File: src/rtl/ls1rd_defs.svh
// Constants for the local space 1 range register and its address decoder
`ifndef LS1RD_DEFS_SVH
`define LS1RD_DEFS_SVH

// Reset value of the range register
`define LS1RD_RANGE_RST 32'h0FFF0000

// Field positions inside the range register
`define LS1RD_SPACE_IO_BIT 0
`define LS1RD_LOC_LSB 1
`define LS1RD_PREF_BIT 3
`define LS1RD_MEM_MASK_LSB 4
`define LS1RD_IO_MASK_LSB 2

// Location field codes
`define LS1RD_LOC_32 2'h0
`define LS1RD_LOC_1MB 2'h1
`define LS1RD_LOC_64 2'h2
`define LS1RD_LOC_RSV 2'h3

// Lowest address bit above the 1 MB boundary
`define LS1RD_1MB_LSB 20

`endif

File: src/rtl/ls1rd_pkg.sv
// Types and shared decode function for the local space 1 range decoder
package ls1rd_pkg;

  // Range register layout, bit 31 down to bit 0
  typedef struct packed {
    logic [27:0] mask_hi;
    logic prefetch;
    logic [1:0] loc;
    logic space_io;
  } ls1rd_range_t;

  // One host access offered for decode
  typedef struct packed {
    logic valid;
    logic is_io;
    logic [31:0] addr;
  } ls1rd_acc_t;

  // Register write port
  typedef struct packed {
    logic wr;
    logic [3:0] be;
    logic [31:0] wdata;
  } ls1rd_wr_t;

  // Whole state of the top module
  typedef struct packed {
    ls1rd_range_t range;
    logic claim;
    logic claim_bar0;
    logic [31:0] rd_data;
  } ls1rd_state_t;

  // Effective decode mask: I/O mapping pulls bits 3:2 into the mask
  function automatic logic [31:0] dec_mask(input ls1rd_range_t r);
    logic [31:0] raw;
    raw = r;
    if (r.space_io)
      dec_mask = {raw[31:2], 2'h0};
    else
      dec_mask = {raw[31:4], 4'h0};
  endfunction

endpackage

File: src/rtl/ls1rd_match.sv
// Address comparator for one decode window
`timescale 1ns/1ns
`include "ls1rd_defs.svh"
module ls1rd_match (
  // Window setup
  input wire ls1rd_pkg::ls1rd_range_t range,
  input wire logic [31:0] base,
  // Offered access
  input wire ls1rd_pkg::ls1rd_acc_t acc,
  // Result
  output logic hit
);

  logic [31:0] mask;
  logic type_ok;
  logic place_ok;

  // Mask, access type and placement checks
  always_comb
  begin
    mask = ls1rd_pkg::dec_mask(range);
    type_ok = (acc.is_io == range.space_io);
    place_ok = 1'b1;
    if (!range.space_io && range.loc == `LS1RD_LOC_1MB)
      place_ok = (acc.addr[31:`LS1RD_1MB_LSB] == 12'h000);
    hit = acc.valid && type_ok && place_ok && (((acc.addr ^ base) & mask) == 32'h00000000);
  end

endmodule // ls1rd_match

File: src/rtl/ls1rd_top.sv
// Local space 1 range register with host address decode
`timescale 1ns/1ns
`include "ls1rd_defs.svh"
module ls1rd_top #(
  parameter int ADDR_W = 32
) (
  // Clock and reset
  input wire logic clk,
  input wire logic rst,
  // Register write port and read data
  input wire ls1rd_pkg::ls1rd_wr_t reg_wr,
  output logic [31:0] rd_data_q,
  // Decode setup from neighbouring registers
  input wire logic decode_en,
  input wire logic queue_status_control_0,
  input wire logic [31:0] host_base_address_3,
  input wire logic [31:0] host_base_address_0,
  // Host access and claim results
  input wire ls1rd_pkg::ls1rd_acc_t acc,
  output logic claim_q,
  output logic claim_bar0_q,
  // Mapping attributes for the rest of the bridge
  output logic space_io_q,
  output logic [1:0] loc_q,
  output logic prefetch_q
);

  // The decoder is written for a 32-bit host address
  if (ADDR_W != 32)
  begin : g_bad_width
    $error("ls1rd_top: ADDR_W must be 32");
  end

  ls1rd_pkg::ls1rd_state_t state_q;
  ls1rd_pkg::ls1rd_state_t state_d;
  logic [31:0] win_base;
  logic win_hit;
  logic [31:0] cur_raw;

  // Window base follows the mode: alternate mode sizes base address 0
  // alternate window select
  assign win_base = queue_status_control_0 ? host_base_address_0 : host_base_address_3;
  assign cur_raw = state_q.range;

  // Shared comparator for whichever window is active
  ls1rd_match u_match (
    .range(state_q.range),
    .base(win_base),
    .acc(acc),
    .hit(win_hit)
  );

  // Next state: register writes, claim pulses and readback copy
  always_comb
  begin
    logic [31:0] nxt;
    nxt = state_q.range;
    state_d = state_q;
    // Byte lanes update independently so software may touch a field alone
    if (reg_wr.wr)
    begin
      for (int i = 0; i < 4; i++)
      begin
        if (reg_wr.be[i])
          nxt[i*8 +: 8] = reg_wr.wdata[i*8 +: 8];
      end
    end
    state_d.range = nxt;
    state_d.claim = win_hit && decode_en && !queue_status_control_0;
    state_d.claim_bar0 = win_hit && queue_status_control_0;
    // Readback lags the stored value by one cycle to keep the output registered
    state_d.rd_data = cur_raw;
    if (rst)
    begin
      state_d.range = ls1rd_pkg::ls1rd_range_t'(`LS1RD_RANGE_RST);
      state_d.claim = 1'b0;
      state_d.claim_bar0 = 1'b0;
      state_d.rd_data = `LS1RD_RANGE_RST;
    end
  end

  // State register
  always_ff @(posedge clk)
  begin
    state_q <= state_d;
  end

  // Outputs come straight from the state flops
  assign rd_data_q = state_q.rd_data;
  assign claim_q = state_q.claim;
  assign claim_bar0_q = state_q.claim_bar0;
  assign space_io_q = state_q.range.space_io;
  assign loc_q = state_q.range.loc;
  assign prefetch_q = state_q.range.prefetch;

  logic [31:0] chk_mask;
  logic acc_match;
  assign chk_mask = ls1rd_pkg::dec_mask(state_q.range);
  assign acc_match = (((acc.addr ^ win_base) & chk_mask) == 32'h00000000);
endmodule // ls1rd_top

File: config.mk
export PLATFORM = sky130hd
export DESIGN_NAME = ls1rd_top
export DESIGN_NICKNAME = d
export VERILOG_FILES = /design/src/rtl/ls1rd_pkg.sv /design/src/rtl/ls1rd_match.sv /design/src/rtl/ls1rd_top.sv
export VERILOG_INCLUDE_DIRS = /design/src /design/src/rtl
export SDC_FILE = /design/constraint.sdc
export NUM_CORES = 1
export LEC_CHECK = 0
export BUFFER_PORTS_ARGS = -buffer_cell sky130_fd_sc_hd__buf_2
export CAP_MARGIN = 30
export CORE_ASPECT_RATIO = 0.6
export CORE_MARGIN = 1.5
export CORE_UTILIZATION = 44
export DETAILED_ROUTE_END_ITERATION = 16
export PLACE_DENSITY = 0.8
export SLEW_MARGIN = 10
export SYNTH_ARGS = -nofsm -noshare
export SYNTH_HDL_FRONTEND = slang
export SYNTH_HIERARCHICAL = 1
export SYNTH_SLANG_ARGS = --single-unit
File: constraint.sdc
create_clock -name clk -period 2.8 [get_ports clk]
set_clock_uncertainty 0.1 [all_clocks]
set_input_delay 0.14 -clock clk [delete_from_list [all_inputs] [get_ports clk]]
set_output_delay 0.14 -clock clk [all_outputs]
set_load 0.05 [all_outputs]
==> results_dict.tcl, run 1 <==
set metrics [dict create \
    finalSetupViolCount 0 \
    maxCapViolations 0 \
    clock_latency_ps 310 \
    grt.busiest_layer "met2" \
    gp_congestion 0.765 \
    grt_max_degree 60 \
    drive_gt1_frac 0.576 \
    start_util 0.460 \
    fin_setup_tns_ps 0 \
    rr_worst_depth 5 \
    drt-vias-per-instance 4.88 \
    place_area_sq_um 3990 \
    relSlewSlack 0.586 \
    startpoint_type "input pin" \
    dp_cells 518 \
    dieArea_sq_um 7590 \
    fp.dieH_microns 68.1 \
    grt_use_met3 0.0664 \
    antenna_found_initial 0 \
    hold_buffers 1 \
    hp-start "reg_wr[24]" \
    postCtsSetupRepairBufs 0 \
    p_per_area_nw_per_um2 587 \
    core_area_sq_um 6760 \
    cts_buffers 9 \
    syn_nets 412 \
    hp-class "in2reg" \
    grt_overflow 0 \
    layout_setup_ws_ps 575 \
    end_kind "register" \
    htreeDepth 3 \
    cts.sinks 66 \
    clkTransAtPathRegs_ps 50 \
    wl_per_cell_microns 15.3 \
    avgSynthCellArea_sq_um 11.4 \
    grt_usage 0.212 \
    area_growth_pct 38.8 \
    yosysWarnings 6 \
    cts_tree "done" \
    period_share 0.795 \
    vias 2609 \
    drt_iter0_markers 96 \
    final_antenna_net_count 0 \
    io_pins 177 \
    rows 23 \
    crit_path_start "queue_status_control_0" \
    fillers 545 \
    grt_setup_unrepaired "false" \
    postSynthCellCount 273 \
    final_cell_area_sq_um 4310 \
    nets 583 \
    post_cts_resized 0 \
    place_hpwl_microns 6400 \
    wl_microns 8180 \
    grt.met1_usage 0.255 \
    remaining_drc_errors 0 \
    max-clock-path-buffers 2 \
    arrival_ps 2350 \
    drt-pass1-iter-count 4 \
    outcome "complete, no violations" \
    crit_fanout 13 \
    report.final.slew_viol_count 0 \
    place_ws_ps 219 \
    syn_area_sq_um 3110 \
    die_width_microns 112 \
    grt_first_pass_wirelength_microns 12100 \
    critPathKind "in2reg" \
    hold_viol_final 0 \
    required_ps 2920 \
    fmax_mhz 449 \
    worstReg2RegStart "cur_raw[16]" \
    antenna_cells 0 \
    power_leakage_nw 2.08 \
    ir_worst_vdd_mv 0.350 \
    port_buffers 170 \
    worst_pin_slew_ps 621 \
    use_met2 0.373 \
    first_global_vias 2537 \
    fin_crit_ps 2230 \
    cts_root_buf "clkbuf_16" \
    final_cells 535 \
    total_power_mw 2.53 \
    whs_path_depth 3 \
]
-- per-layer routing --
metal	routed length (microns)	up-vias
met3	538	8
met2	3860	103
met5	0	-
met4	78	0
met1	3700	1202
li1	-	1296
-- per-stage QoR --
stage / hold slack [ps] / util
after floorplan: 211 / -
after global placement: 321 / 0.590
after detailed placement: 325 / 0.590
after CTS: 33.3 / 0.634
after global routing: 41.5 / 0.638
final: 42.3 / 0.638
-- worst paths after layout --
check	to	slack, ps
worst max-delay path	claim_q	570
worst min-delay path	cur_raw[24]	40
worst max register to register	claim_q	1040
worst min register to register	rd_data_q[31]	380
-- power by group --
part | switching [mW] | internal, mW | total, mW
Clock | 0.382 | 0.706 | 1.09
Sequential | 0.0246 | 0.983 | 1.01
Combinational | 0.222 | 0.215 | 0.437
-- flip-flops by register name, indices dropped and copies added (netlist names) --
name	flops
claim_q	1
claim_bar0_q	1
cur_raw	28
rd_data_q	32
prefetch_q	1
space_io_q	1
loc_q	2
-- cell usage in the layout, fill, tap and decap left out, types with 2 or more instances in the layout --
cell type and n:
or2_2 12, nand2_1 3, and2_1 3, nor2b_1 38, a22o_1 4, nor2_1 3
and3_1 12, clkbuf_16 9, dfxtp_1 66, clkbuf_1 2, buf_2 170, clkinv_2 2
nor4_1 3, a211o_1 12, nor2b_2 2, mux2_2 34, a22oi_1 4, mux2_4 16
nand3_1 2, buf_4 3, xor2_1 30, nand4_1 3, a221oi_2 4
-- layout make-up --
class	count	area, sq um	area share
Timing Repair Buffer	176	931	0.216
Clock buffer	12	246	0.0571
Clock inverter	3	40.0	0.00928
Multi-Input combinational cell	191	1670	0.386
Sequential cell	66	1320	0.306
Tap cell	87	109	0.0252
-- worst max-delay path, cell delays in order --
cell      delay, ps
buf_2           310
buf_4           220
mux2_2          340
xor2_1          180
a221oi_2        370
nand4_1         220
nor4_2          320
nor4bb_1        230
Power figures use the tool's default switching activity.
==> inputs of run 2 (changes only) <==
ABC_AREA = 1   (was not set)
CORE_UTILIZATION = 45   (was 44)
clock period = 2.1 ns   (was 2.8 ns; I/O delays follow)
==> run 2 against run 1 <==
  * Clock power is 31% higher
  * Clock-buffer cell count is 1 higher
  * Die area increased by 3.5%
  * Critical endpoint unchanged
  * Global-route usage increased by 4.9 points
  * Utilization rose by 5.8 points
  * Critical path depth unchanged
  * Non-clock buffer count up 33
  * Register-to-register slack worse by 460 ps
==> results_dict.tcl, run 2 <==
set metrics [dict create \
    relSlewSlack 0.611 \
    place_area_sq_um 4140 \
    finalSetupViolCount 0 \
    postCtsSetupRepairBufs 0 \
    grt_usage 0.261 \
    rows 23 \
    io_pins 177 \
    start_util 0.479 \
    place_hpwl_microns 7230 \
    hold_viol_final 0 \
    power_leakage_nw 2.75 \
    grt_max_degree 33 \
    area_growth_pct 45.3 \
    antenna_cells 0 \
    maxCapViolations 0 \
    whs_path_depth 3 \
    remaining_drc_errors 0 \
    fin_crit_ps 1520 \
    yosysWarnings 6 \
    drt-pass1-iter-count 5 \
    htreeDepth 3 \
    cts_root_buf "clkbuf_16" \
    drive_gt1_frac 0.288 \
    core_area_sq_um 6880 \
    cts_tree "done" \
    grt_overflow 0 \
    cts_buffers 9 \
    outcome "complete, no violations" \
    port_buffers 170 \
    syn_nets 673 \
    end_kind "register" \
    wl_microns 10000 \
    fin_setup_tns_ps 0 \
    rr_worst_depth 8 \
    mostFrequentLayoutCells "218 x nand2_1, 170 x buf_2, 101 x nor2_1" \
    crit_fanout 6 \
    clkTransAtPathRegs_ps 50 \
    vias 3826 \
    avgSynthCellArea_sq_um 6.17 \
    largest_register_ffs 32 \
    antenna_found_initial 0 \
    grt_setup_unrepaired "false" \
    drt-vias-per-instance 4.65 \
    report.final.slew_viol_count 0 \
    cts.sinks 66 \
    max-clock-path-buffers 2 \
    drt_iter0_markers 183 \
    fmax_mhz 659 \
    startpoint_type "register" \
    syn_area_sq_um 3290 \
    die_width_microns 113 \
    clock_latency_ps 330 \
    final_cell_area_sq_um 4780 \
    fp.dieH_microns 69.3 \
    period_share 0.723 \
    postSynthCellCount 534 \
    hp-class "in2reg" \
    hold_ws_ps 16.1 \
    p_per_area_nw_per_um2 726 \
    arrival_ps 1660 \
    final_common_cell "nand2_1" \
    gp_congestion 0.860 \
    wl_per_cell_microns 12.2 \
    place_ws_ps 349 \
    layout_setup_ws_ps 582 \
    grt_first_pass_wirelength_microns 16100 \
    nets 871 \
    critPathKind "reg2reg" \
    final_antenna_net_count 0 \
    first_global_vias 3623 \
    ir_worst_vdd_mv 0.577 \
    worst_pin_slew_ps 583 \
    dieArea_sq_um 7860 \
    required_ps 2250 \
]
==> run 2: cell type report <==
type / count / area (sq um)
Inverter: 59 / 221
Clock buffer: 13 / 280
Tap cell: 87 / 109
Fill cell: 607 / 2090
Timing Repair Buffer: 209 / 1240
Clock inverter: 2 / 10.0
Sequential cell: 66 / 1320
Multi-Input combinational cell: 387 / 1600
==> run 2: through the flow <==
stage	utilization	std cells	power (mW)
floorplan	-	534	1.79
global placement	0.603	773	2.00
detailed placement	0.603	773	2.01
CTS	0.696	823	3.51
global route	0.696	823	3.64
finish	0.696	823	3.47
==> run 2: layer usage <==
layer / share of wire / track usage / wire (microns) / vias up
met4: 0.023 / 0.0958 / 230 / 0
met5: 0 / 0 / 0 / -
met2: 0.46 / 0.439 / 4580 / 153
met3: 0.073 / 0.0743 / 735 / 28
met1: 0.45 / 0.320 / 4490 / 1662
li1: - / - / - / 1983
==> run 2: power by group <==
part / total [mW] / switching [mW] / internal (mW) / leakage (nW)
sequential: 1.36 / 0.0365 / 1.32 / 0.543
combinational: 0.688 / 0.414 / 0.274 / 2.06
clock: 1.43 / 0.513 / 0.916 / 0.147
==> run 2: final timing paths <==
kind / startpoint / end / slack, ps
worst max-delay path: space_io_q / claim_q / 580
worst min-delay path: reg_wr[35] / cur_raw[24] / 20
worst max register to register: space_io_q / claim_q / 580
worst min register to register: cur_raw[5] / rd_data_q[5] / 350
==> run 2: critical path, stage by stage (launching register included) <==
cell	delay [ps]
dfxtp_1	440
inv_1	60
a21boi_1	180
o21ai_1	110
nor2_1	110
nand3_1	130
nor2_2	120
nand2_1	60
nor3_1	130
==> run 2: repair_timing <==
action                                 4_1_cts  5_1_grt
gates resized for setup                      0        0
endpoints found under the hold margin       33        0
hold buffers                                35        0
